File: src/common/gpio_decode_pkg.sv
`default_nettype none
package gpio_decode_pkg;
   localparam int PIN_COUNT = 16;
   localparam int REG_COUNT = 12;
   localparam logic [7:0] REG_RESET = 8'h00;
   // Register byte offsets
   localparam logic [7:0] ADDR_BANK_B_DECODE_MODE = 8'h20;
   localparam logic [7:0] ADDR_BANK_A_DECODE_MODE = 8'h21;
   localparam logic [7:0] ADDR_BANK_B_TWO_INPUT_TABLE = 8'h22;
   localparam logic [7:0] ADDR_BANK_A_TWO_INPUT_TABLE = 8'h23;
   localparam logic [7:0] ADDR_BANK_B_UPPER_THREE_INPUT_TABLE = 8'h24;
   localparam logic [7:0] ADDR_BANK_A_UPPER_THREE_INPUT_TABLE = 8'h25;
   localparam logic [7:0] ADDR_BANK_B_LOWER_THREE_INPUT_TABLE = 8'h26;
   localparam logic [7:0] ADDR_BANK_A_LOWER_THREE_INPUT_TABLE = 8'h27;
   localparam logic [7:0] ADDR_BANK_A_DUAL_TABLE_FIRST = 8'h28;
   localparam logic [7:0] ADDR_BANK_A_DUAL_TABLE_SECOND = 8'h29;
   localparam logic [7:0] ADDR_BANK_B_DUAL_TABLE_FIRST = 8'h2a;
   localparam logic [7:0] ADDR_BANK_B_DUAL_TABLE_SECOND = 8'h2b;
   // Storage slots: slot = offset - first offset
   localparam logic [7:0] ADDR_FIRST = ADDR_BANK_B_DECODE_MODE;
   localparam logic [7:0] ADDR_LAST = ADDR_BANK_B_DUAL_TABLE_SECOND;
   localparam logic [3:0] IDX_MODE_B = 4'h0;
   localparam logic [3:0] IDX_MODE_A = 4'h1;
   localparam logic [3:0] IDX_TAB0_B = 4'h2;
   localparam logic [3:0] IDX_TAB0_A = 4'h3;
   localparam logic [3:0] IDX_TAB1_B = 4'h4;
   localparam logic [3:0] IDX_TAB1_A = 4'h5;
   localparam logic [3:0] IDX_TAB2_B = 4'h6;
   localparam logic [3:0] IDX_TAB2_A = 4'h7;
   localparam logic [3:0] IDX_TAB3_A = 4'h8;
   localparam logic [3:0] IDX_TAB4_A = 4'h9;
   localparam logic [3:0] IDX_TAB3_B = 4'ha;
   localparam logic [3:0] IDX_TAB4_B = 4'hb;
   // Mode field positions and codes
   localparam int UPPER_FIELD_LSB = 4;
   localparam int LOWER_FIELD_LSB = 0;
   localparam logic [1:0] MODE_GPIO = 2'h0;
   localparam logic [1:0] MODE_TWO_TO_ONE = 2'h1;
   localparam logic [1:0] MODE_THREE_TO_ONE = 2'h2;
   localparam logic [1:0] MODE_THREE_TO_TWO = 2'h3;
endpackage : gpio_decode_pkg
`default_nettype wire

File: src/logic/gpio_lookup_decode.sv
`timescale 1ns/1ps
`default_nettype none

// How it works
// (RULE1) Upper-B field 00 leaves pins 15..12 as plain GPIO, except pin 12 when Lower-B is 11; 11 reserved.
// (RULE2) Upper-B 01 drives pin 14 from upper half of B table 0.
// (RULE3) Upper-B 10 drives pin 15 from B table 1 indexed by pins 14..12.
// (RULE4) Lower-B field 00 leaves pins 11..8 as plain GPIO.
// (RULE5) Lower-B 01 drives pin 10 from lower half of B table 0.
// (RULE6) Lower-B 10 drives pin 11 from a table indexed by pins 10..8.
// (RULE7) Lower-B 11 drives pins 12 and 11 from B dual tables.
// (RULE8) Upper-A field 00 leaves pins 7..4 as plain GPIO, except pin 4 when Lower-A is 11; 11 reserved.
// (RULE9) Upper-A 01 drives pin 6 from upper half of A table 0.
// (RULE10) Upper-A 10 drives pin 7 from A table 1 indexed by pins 6..4.
// (RULE11) Lower-A field 00 leaves pins 3..0 as plain GPIO.
// (RULE12) Lower-A 01 drives pin 2 from lower half of A table 0.
// (RULE13) Lower-A 10 drives pin 3 from A table 2 indexed by pins 2..0.
// (RULE14) Lower-A 11 drives pins 4 and 3 from A dual tables.
// (RULE15) Host keeps reserved mode bits 7:6 and 3:2 at zero.
// (RULE16) B table 0 bits 7..4 give pin 14 for inputs 11..00.
// (RULE17) B table 0 bits 3..0 give pin 10 for inputs 11..00.
// (RULE18) A table 0 bits 7..4 give pin 6 for inputs 11..00.
// (RULE19) A table 0 bits 3..0 give pin 2 for inputs 11..00.
// (RULE20) Three-input tables: bit n is output for input value n.
// (RULE21) Tables act only in their mode; decode follows inputs combinationally.
module gpio_lookup_decode
   import gpio_decode_pkg::*;
(
   input wire logic clk,
   input wire logic rst_b,
   input wire logic ce,
   input wire logic [7:0] regAddr,
   input wire logic [7:0] regWrData,
   input wire logic regWr,
   input wire logic regRd,
   output logic [7:0] regRdData,
   input wire logic [PIN_COUNT-1:0] gpioIn,
   input wire logic [PIN_COUNT-1:0] coreOut,
   input wire logic [PIN_COUNT-1:0] coreOe,
   output logic [PIN_COUNT-1:0] pinOut,
   output logic [PIN_COUNT-1:0] pinOe
);

   function automatic logic regHit(input logic [7:0] addr);
      regHit = (addr >= ADDR_FIRST) && (addr <= ADDR_LAST);
   endfunction : regHit

   function automatic logic [3:0] regIdx(input logic [7:0] addr);
      logic [7:0] diff;
      diff = addr - ADDR_FIRST;
      regIdx = diff[3:0];
   endfunction : regIdx

   // Three-input lookup: bit n answers input value n
   function automatic logic lut3(input logic [7:0] tab, input logic [2:0] sel);
      lut3 = tab[sel];
   endfunction : lut3

   logic [7:0] regs_r [REG_COUNT];
   logic [7:0] regs_nxt [REG_COUNT];
   logic [7:0] regRdData_r;
   logic [7:0] regRdData_nxt;

   always_comb
   begin
      for (int i = 0; i < REG_COUNT; i++)
      begin
         regs_nxt[i] = regs_r[i];
      end
      regRdData_nxt = regRdData_r;
      // Reserved mode bits are stored as written; host keeps them zero
      if (regWr && regHit(regAddr))
      begin
         regs_nxt[regIdx(regAddr)] = regWrData;
      end
      // Unmapped reads answer zero rather than holding stale data
      if (regRd)
      begin
         regRdData_nxt = regHit(regAddr) ? regs_r[regIdx(regAddr)] : 8'h00;
      end
   end

   always_ff @(posedge clk)
   begin
      if (!rst_b)
      begin
         for (int i = 0; i < REG_COUNT; i++)
         begin
            regs_r[i] <= REG_RESET;
         end
         regRdData_r <= 8'h00;
      end
      else if (ce)
      begin
         for (int i = 0; i < REG_COUNT; i++)
         begin
            regs_r[i] <= regs_nxt[i];
         end
         regRdData_r <= regRdData_nxt;
      end
   end

   assign regRdData = regRdData_r;

   logic [1:0] upperB;
   logic [1:0] lowerB;
   logic [1:0] upperA;
   logic [1:0] lowerA;

   assign upperB = regs_r[IDX_MODE_B][UPPER_FIELD_LSB +: 2];
   assign lowerB = regs_r[IDX_MODE_B][LOWER_FIELD_LSB +: 2];
   assign upperA = regs_r[IDX_MODE_A][UPPER_FIELD_LSB +: 2];
   assign lowerA = regs_r[IDX_MODE_A][LOWER_FIELD_LSB +: 2];

   // Decode is purely combinational so table outputs track pins with no lag;
   // a decoded pin is always driven, whatever the core direction says.
   always_comb
   begin
      pinOut = coreOut; // RULE1 RULE4 RULE8 RULE11 RULE21
      pinOe = coreOe;
      case (upperB)
         MODE_TWO_TO_ONE:
         begin
            pinOut[14] = regs_r[IDX_TAB0_B][{1'b1, gpioIn[13:12]}]; // RULE2 RULE16
            pinOe[14] = 1'b1;
         end
         MODE_THREE_TO_ONE:
         begin
            pinOut[15] = lut3(regs_r[IDX_TAB1_B], gpioIn[14:12]); // RULE3 RULE20
            pinOe[15] = 1'b1;
         end
         default:
         begin
            pinOe[15] = pinOe[15]; // RULE1
         end
      endcase
      case (lowerB)
         MODE_TWO_TO_ONE:
         begin
            pinOut[10] = regs_r[IDX_TAB0_B][{1'b0, gpioIn[9:8]}]; // RULE5 RULE17
            pinOe[10] = 1'b1;
         end
         MODE_THREE_TO_ONE:
         begin
            pinOut[11] = lut3(regs_r[IDX_TAB2_B], gpioIn[10:8]); // RULE6 RULE20
            pinOe[11] = 1'b1;
         end
         MODE_THREE_TO_TWO:
         begin
            pinOut[11] = lut3(regs_r[IDX_TAB3_B], gpioIn[10:8]); // RULE7
            pinOut[12] = lut3(regs_r[IDX_TAB4_B], gpioIn[10:8]); // RULE7
            pinOe[12:11] = 2'h3;
         end
         default:
         begin
            pinOe[11] = pinOe[11]; // RULE4
         end
      endcase
      case (upperA)
         MODE_TWO_TO_ONE:
         begin
            pinOut[6] = regs_r[IDX_TAB0_A][{1'b1, gpioIn[5:4]}]; // RULE9 RULE18
            pinOe[6] = 1'b1;
         end
         MODE_THREE_TO_ONE:
         begin
            pinOut[7] = lut3(regs_r[IDX_TAB1_A], gpioIn[6:4]); // RULE10 RULE20
            pinOe[7] = 1'b1;
         end
         default:
         begin
            pinOe[7] = pinOe[7]; // RULE8
         end
      endcase
      case (lowerA)
         MODE_TWO_TO_ONE:
         begin
            pinOut[2] = regs_r[IDX_TAB0_A][{1'b0, gpioIn[1:0]}]; // RULE12 RULE19
            pinOe[2] = 1'b1;
         end
         MODE_THREE_TO_ONE:
         begin
            pinOut[3] = lut3(regs_r[IDX_TAB2_A], gpioIn[2:0]); // RULE13 RULE20
            pinOe[3] = 1'b1;
         end
         MODE_THREE_TO_TWO:
         begin
            pinOut[3] = lut3(regs_r[IDX_TAB3_A], gpioIn[2:0]); // RULE14
            pinOut[4] = lut3(regs_r[IDX_TAB4_A], gpioIn[2:0]); // RULE14
            pinOe[4:3] = 2'h3;
         end
         default:
         begin
            pinOe[3] = pinOe[3]; // RULE11
         end
      endcase
   end
endmodule : gpio_lookup_decode

`default_nettype wire

File: config.mk
export PLATFORM = sky130hd
export DESIGN_NAME = gpio_lookup_decode
export DESIGN_NICKNAME = d
export VERILOG_FILES = /design/src/common/gpio_decode_pkg.sv /design/src/logic/gpio_lookup_decode.sv
export SDC_FILE = /design/constraint.sdc
export NUM_CORES = 1
export LEC_CHECK = 0
export BUFFER_PORTS_ARGS = -buffer_cell sky130_fd_sc_hd__buf_2
export CAP_MARGIN = 20
export CORE_MARGIN = 10
export CORE_UTILIZATION = 55
export DETAILED_ROUTE_END_ITERATION = 6
export GPL_TIMING_DRIVEN = 0
export PLACE_DENSITY = 0.86
export SLEW_MARGIN = 20
export SYNTH_ARGS = -nofsm -noshare
export SYNTH_HDL_FRONTEND = slang
export SYNTH_SLANG_ARGS = --single-unit
File: constraint.sdc
create_clock -name clk -period 11.75 [get_ports clk]
set_input_delay 1.175 -clock clk [delete_from_list [all_inputs] [get_ports clk]]
set_output_delay 1.175 -clock clk [all_outputs]
set_load 0.02 [all_outputs]
==> Word level (Yosys, flattened, before mapping) <==
Memories as Yosys holds them, arrays and structs flattened.
Index checks and enable logic that the tools add are counted.
{ "op_classes": {"n_addsub": 1, "n_lt_le_gt_ge": 12, "n_eq_ne": 10, "n_mux": 65, "bitwise_logic": 13, "reduce_logical": 6} }
{ "ops": {"columns": ["cell", "n"], "rows": [
  ["$mux 8", 14],
  ["$bwmux 96", 1],
  ["$mux 96", 1],
  ["$mux 1", 34],
  ["$demux 8 s4", 1],
  ["$bmux 1 s3", 8],
  ["$lt 3x4->1 const B", 6],
  ["$eq 2x2->1 const B", 6],
  ["$or 1x1->1", 12],
  ["$bmux 1 s2", 4],
  ["$eq 2x1->1 const B", 4],
  ["$ge 8x6->1 const B", 1],
  ["$le 8x6->1 const B", 1],
  ["$lt 2x4->1 const B", 2],
  ["$ge 5x5->1 const B", 1],
  ["$lt 5x1->1 const B", 1],
  ["$not 4->5", 1],
  ["$pmux 1 s2", 2],
  ["$reduce_or 2->1", 2],
  ["$sub 4x1->4 const B", 1],
  ["$logic_and 1x1->1", 3],
  ["$reduce_and 2->1", 1]
]} }
{ "totals": {"ff_bits": 8, "ramBits": 96, "input_bits": 69, "output_inout_bits": 40, "elab_cells": 109, "mem_count": 1} }
{ "memory_table": {"columns": ["name", "words", "width", "read_ports", "rd_ports_with_merged_regs", "write_ports", "line_no", "rtl"], "rows": [
  ["regs_r", 12, 8, 13, 0, 12, "gpio_lookup_decode.sv:59", "logic [7:0] regs_r [REG_COUNT];"]
]} }

==> Depth between registers and ports, before layout <==
Gate-level depths: netlist (run 1).
{ "logic_depth": {"depth_word": 9, "ltp_mapped": 7, "mapped_depth_nobuf": 4} }

==> Worst setup path before layout (run 1) <==
OpenSTA, ideal clock, no wires.
{ "synth_path": {"kind": "input to register", "start": "input port regAddr[6]", "end": "memory regs_r[0][0], enable pin", "setup_ps": 629, "t_arrival_ps": 7376, "required_ps": 11121, "setup_slack_ps": 3745, "path_stages": 2, "n_path_buf": 0, "cell_sequence": "or4b_4 -> o21ai_0"} }
{ "synth_rtl": {"columns": ["item", "line_no", "rtl"], "rows": [
  ["from (decl)", "gpio_lookup_decode.sv:32", "input wire logic [7:0] regAddr,"],
  ["to (decl)", "gpio_lookup_decode.sv:59", null]
]} }

==> Final worst setup path (run 1) <==
{ "layout_path": {"start": "input port gpioIn[8]", "end": "output port pinOut[11]"} }
{ "layout_between": {"elab_chain_cells": 3} }
{ "layout_lines": {"columns": ["item", "line_no", "rtl"], "rows": [
  ["from (decl)", "gpio_lookup_decode.sv:37", "input wire logic [PIN_COUNT-1:0] gpioIn,"],
  ["$bmux 1 s3", "gpio_lookup_decode.sv:56", "lut3 = tab[sel];"],
  ["$mux 1 (implied by the code)", "gpio_lookup_decode.sv:56", null],
  ["$pmux 1 s2 *", "gpio_lookup_decode.sv:137", "case (lowerB)"],
  ["to (decl)", "gpio_lookup_decode.sv:40", "output logic [PIN_COUNT-1:0] pinOut,"]
]} }
Mark *: on every way between the ends. The rest lies on a longest branch, timed or not. The select of a mux whose other input is x is not followed.

==> summary.md, run 1 <==
| Metric | Value |
|---|---|
| Residual DRC | `0` |
| Top Ports | `109` |
| Top_reg_cell synth | `edfxtp_1` |
| GRT overflow | `0` |
| Kind of critical path | `in2out` |
| Root Driver | `clkbuf_16` |
| Slew Viols, Final | `0` |
| DRT iter0 DRCs | `862` |
| Total CTS buffers | `9` |
| Synth cell types | `35` |
| Max IR drop VDD | `0.106 mV` |
| Routability cong. | `0.935` |
| Max_cap viols | `0` |
| EDFF count, synth | `96` |
| PostCTS Resize Cnt | `0` |
| Synth area leaders | `edfxtp_1, mux4_2, mux2i_1, nand2_1, a21oi_1` |
| Vias in the first global route | `5212` |
| Port-buffer cells | `86` |
| Clock slew at reported path FFs | `0.07 ns` |
| Vias | `5249` |
| # clock sinks | `104` |
| Synth top area share | `44.7%` |
| Final setup margin | `7.73 ns` |
| RSZ-0062 raised after global routing | `no` |
| Hold Crit Class | `reg2reg` |
| Antenna viol nets, final | `0` |
| Fin crit period | `4.02 ns` |
| Syn nets | `618` |
| Worst skew pair latency | `0.36 ns` |
| Largest fanout on the critical path | `6` |
| Die Area | `0.0165 mm^2` |
| Die X | `128 um` |
| Most instantiated cells after synthesis | `nand2_1, edfxtp_1, mux2i_1` |
| Fmax | `0.248 GHz` |
| Syn avg cell area | `11.8 um^2` |
| Crit. End Element | `output pin` |
| CTS tree | `built` |
| Placed Area | `0.00716 mm^2` |
| Initial antenna violation count | `0` |
| Final setup skew | `0.0115 ns` |
| ANT cells | `0` |
| Startpoint Class | `input port` |
| Layout cells sized above 1 | `31.5%` |
| Core Util, Final | `64.8%` |
| H-tree depth | `3` |
| Num rows | `39` |
| Tcrit/Tclk final | `34.3%` |
| Most frequent cell after synthesis | `nand2_1` |
| Arrival time worst endpoint | `2.85 ns` |
| Final hold violations | `0` |
| Die Y | `128 um` |
| Leakage | `2.73 nW` |
| DR pass1 iterations | `7` |
| Cells after Synth | `549` |
| Vias per cell | `6.59` |
| Post-CTS Setup Bufs | `0` |
| Status | `finished, final reports clean` |
| DR WL/cell | `24.0 um` |
| Setup WS pre-CTS | `7.79 ns` |
| Setup TNS | `0 ns` |
| Number of synthesis warnings | `0` |
| Slew @ Worst Pin | `0.915 ns` |
| Hold Buf Count CTS | `0` |
| Initial Util | `56.3%` |
| Slew margin rel. | `38.5%` |
| Post-synth ARST share | `0%` |
| Final instance area | `0.00743 mm^2` |
| Core ar. | `0.0115 mm^2` |
| Yosys reg bits | `104` |
| Fillers | `829` |
| Total track usage | `22.5%` |
| Nets | `718` |
| First-pass GRT wire length | `28700 um` |
| Hold_ws | `0.499 ns` |
| Critical Path RT | `10.58 ns` |
| Clock Path Buffers | `2` |
| DRT Wirelength | `19100 um` |
| Synthesized area | `0.00645 mm^2` |
| Largest net degree at the start of global routing | `27` |
| P per Cell Area | `119 mW/mm^2` |
| Sequential area share after synthesis | `47.2%` |
| HPWL after detailed placement | `14400 um` |
| Area delta synth->final | `15.2%` |
| # setup viols final | `0` |
| Cell taking the most area after synthesis | `edfxtp_1` |
routing by layer:
layer	part of all wire, %	global-route usage (%)	up-vias	routed length [um]
li1	-	-	2215	-
met1	35	26.7	2472	6630
met2	48	36.5	478	9080
met3	13	5.91	84	2440
met4	4.9	12.8	0	942
met5	0	0	-	0
cells by family after synthesis:
family	share of synthesized area, %
and+or+nand+nor	15.0
muxes	26.7
DFF	47.2
AOI/OAI and AO/OA	6.13
buffers and inverters	5.06
final cells by class:
cell class / instances / area (um^2) / area share, %
sequential: 104 / 3040 / 41.0
buffer: 52 / 300 / 4.04
inverter: 7 / 26.3 / 0.354
clock inverter: 6 / 46.3 / 0.623
multi-input combinational: 386 / 3100 / 41.7
clock buffer: 9 / 225 / 3.03
tap: 143 / 179 / 2.41
timing repair buffer: 89 / 513 / 6.90
flip-flops by register name (all words and copies together), names as in the netlist:
signal and count:
regRdData 8, regs_r 96
worst max-delay path, cell delays in order:
cell and delay [ns]:
buf_2 0.26, mux4_2 0.57, mux2i_1 0.26, mux2i_1 0.15
mux2_2 0.28, buf_2 0.16
power by group:
group	leakage, nW	internal (mW)	switching [mW]
combinational	1.56	0.0670	0.0849
clock	0.121	0.144	0.143
sequential	1.05	0.427	0.0191
stage by stage:
step | total power [mW] | instances
after CTS | 0.878 | 796
after floorplan | 0.548 | 549
after global placement | 0.595 | 778
final | 0.884 | 796
after global routing | 0.902 | 796
after detailed placement | 0.602 | 781
final timing paths:
check | start | endpoint | slack [ns] | cells after the start
setup / recovery | gpioIn[8] | pinOut[11] | 7.73 | 6
hold reg to reg | regRdData[0]$_SDFFE_PN0P_ | regRdData[0]$_SDFFE_PN0P_ | 0.50 | 2
setup reg to reg | regs_r[6][6]$_SDFFCE_PN0P_ | regRdData[6]$_SDFFE_PN0P_ | 10.17 | 4
hold / removal | regRdData[0]$_SDFFE_PN0P_ | regRdData[0]$_SDFFE_PN0P_ | 0.50 | 2
cell usage in the layout, fill, tap and decap left out, drive strengths merged:
master / Yosys / layout
buf: 28 / 117
nand2: 110 / 110
edfxtp: 96 / 96
mux2i: 65 / 65
nor2: 46 / 46
mux4: 44 / 44
a21oi: 42 / 42
clkbuf: 24 / 33
nor2b: 12 / 12
a21boi: 9 / 9
or2: 8 / 8
nand2b: 8 / 8
dfxtp: 8 / 8
inv: 7 / 8
mux2: 7 / 7
o221ai: 7 / 7
nor3: 6 / 6
or3: 4 / 4
clkinvlp: 0 / 4
o21ai: 4 / 4
nand4: 3 / 3
a21o: 2 / 2
a31oi: 2 / 2
and2: 2 / 2
or4b: 1 / 1
nand3: 1 / 1
nor3b: 1 / 1
a41oi: 1 / 1
nor4: 1 / 1
clkinv: 0 / 1
Note: power is estimated with default switching activity, not from simulation.
==> inputs of run 2 (changes only) <==
- CORE_UTILIZATION: 55 -> 52
- clock period: 11.75 -> 3.6 ns (I/O delays scaled with it)
==> summary.md, run 2 (synthesized netlist as in run 1, its figures left out) <==
| Metric | Value |
|---|---|
| Vias | `5359 (+2.1%)` |
| Residual DRC | `0 (unchanged)` |
| Slew margin rel. | `42.3% (+3.8 points)` |
| Setup WS pre-CTS | `1.21 ns (-6.59 ns)` |
| Nets | `718 (unchanged)` |
| Most frequent cells in the layout | `nand2_1, edfxtp_1, buf_2, mux2i_1, mux4_2` |
| Clock slew at reported path FFs | `0.07 ns (about the same)` |
| Vias per cell | `6.51 (-1.3%)` |
| Leakage | `2.75 nW (+0.66%)` |
| Max_cap viols | `0 (unchanged)` |
| RSZ-0062 raised after global routing | `no` |
| Final hold violations | `0 (unchanged)` |
| Post-CTS Setup Bufs | `0 (unchanged)` |
| Register area | `0.00304 mm^2 (unchanged)` |
| Final setup skew | `0.00793 ns (-0.00355 ns)` |
| P per Cell Area | `395 mW/mm^2 (+230%)` |
| CTS tree | `built` |
| Total track usage | `21.8% (-0.72 points)` |
| DRT Wirelength | `19400 um (+1.7%)` |
| Fin crit period | `2.50 ns` |
| Core ar. | `0.0121 mm^2 (+5.2%)` |
| Reg with most FFs | `regs_r` |
| Worst skew pair latency | `0.35 ns (about the same)` |
| PostCTS Resize Cnt | `0 (unchanged)` |
| Max FFs per register | `96 (unchanged)` |
| Crit path cell chain | `mux4_2 -> mux2i_1 -> mux2i_1 -> mux2_2 -> buf_2` |
| Commonest non-fill, non-tap cell in the layout | `nand2_1` |
| Most used cell, CP | `mux2i_1` |
| Root Driver | `clkbuf_16` |
| # clock sinks | `104 (unchanged)` |
| Final setup margin | `1.10 ns (-6.62 ns)` |
| Antenna viol nets, final | `0 (unchanged)` |
| Fillers | `857 (+3.4%)` |
| Core Util, Final | `62.1% (-2.7 points)` |
| Die Y | `131 um (+2.4%)` |
| Placed Area | `0.00719 mm^2 (+0.44%)` |
| Top Ports | `109 (unchanged)` |
| Layout cells sized above 1 | `31.5% (-0.048 points)` |
| # setup viols final | `0 (unchanged)` |
| DR pass1 iterations | `5 (-2)` |
| First-pass GRT wire length | `30000 um (+4.5%)` |
| Arrival time worst endpoint | `2.14 ns (-0.71 ns)` |
| Port-buffer cells | `86 (unchanged)` |
| Largest fanout on the critical path | `3 (-3)` |
| Largest net degree at the start of global routing | `27 (unchanged)` |
| Slowest stage delay, CP | `0.47 ns (-0.10 ns)` |
| Area delta synth->final | `16.1%` |
| Total CTS buffers | `9 (unchanged)` |
| Critical Path RT | `3.24 ns (-7.34 ns)` |
| Hold Buf Count CTS | `0 (unchanged)` |
| Vias in the first global route | `5304 (+1.8%)` |
| Initial Util | `53.5% (-2.8 points)` |
| Slew @ Worst Pin | `0.858 ns (-0.0566 ns)` |
| Fin cells | `823 (+3.4%)` |
| Multi-input logic area | `0.00310 mm^2 (unchanged)` |
| Slowest-stage cell, CP | `mux4_2` |
| Status | `finished, final reports clean` |
| Fmax | `0.400 GHz` |
| DR WL/cell | `23.6 um (-1.6%)` |
| Initial antenna violation count | `1 (+1)` |
| Crit. End Element | `output pin` |
| Final instance area | `0.00749 mm^2 (+0.79%)` |
| Die X | `131 um (+2.4%)` |
| Post-Place Cells | `806 (+3.2%)` |
| Setup TNS | `0 ns (unchanged)` |
| Hold Crit Class | `in2reg` |
| GRT overflow | `0 (unchanged)` |
| Die Area | `0.0173 mm^2 (+4.9%)` |
| DRT iter0 DRCs | `1006 (+17%)` |
| Num rows | `40 (+2.6%)` |
| Total power draw | `2.96 mW (+230%)` |
| H-tree depth | `3 (unchanged)` |
| HPWL after detailed placement | `14100 um (-1.7%)` |
| Routability cong. | `0.919 (-1.7%)` |
| Max IR drop VDD | `0.274 mV (+160%)` |
| Kind of critical path | `reg2out` |
| Clock Path Buffers | `2 (unchanged)` |
| Slew Viols, Final | `0 (unchanged)` |
| Hold_ws | `0.369 ns (-0.130 ns)` |
| Tcrit/Tclk final | `69.4%` |
| Startpoint Class | `register` |
==> run 2: worst max-delay path: cells and delay by family, from the launching register on <==
| kind | cells | cell delay [ns] |
|---|---|---|
| buf+inv | 1 | 0.16 |
| flops | 1 | 0.44 |
| mux | 4 | 1.18 |
==> run 2: worst paths after layout <==
| path | cells past startpoint | end | slack (ns) | from |
|---|---|---|---|---|
| setup / recovery | 5 | pinOut[11] | 1.10 | regs_r[6][2]$_SDFFCE_PN0P_ |
| hold / removal | 3 | regRdData[6]$_SDFFE_PN0P_ | 0.37 | regRd |
| setup reg to reg | 4 | regRdData[6]$_SDFFE_PN0P_ | 2.02 | regs_r[2][6]$_SDFFCE_PN0P_ |
| hold reg to reg | 2 | regRdData[0]$_SDFFE_PN0P_ | 0.48 | regRdData[0]$_SDFFE_PN0P_ |
==> run 2: cell type report <==
cell class	count	area share, %
antenna	1	0.0334
inverter	7	0.351
clock inverter	7	0.952
timing repair buffer	89	6.85
clock buffer	9	3.01
buffer	52	4.01
tap	168	2.81
sequential	104	40.6
multi-input combinational	386	41.4
==> run 2: power breakdown <==
| group | internal [mW] | total (mW) | switching (mW) |
|---|---|---|---|
| logic | 0.219 | 0.499 | 0.280 |
| registers | 1.39 | 1.46 | 0.0648 |
| clock network | 0.540 | 1.00 | 0.463 |
| total | 2.15 | 2.96 | 0.808 |
==> run 2: layer usage <==
layer  vias up  global-route usage [%]  wire length (um)
met5         -                       0                 0
met4         0                    10.1               862
met3        95                    5.26              2350
met2       466                    35.9              9280
met1      2581                    26.6              6930
li1       2217                       -                 -
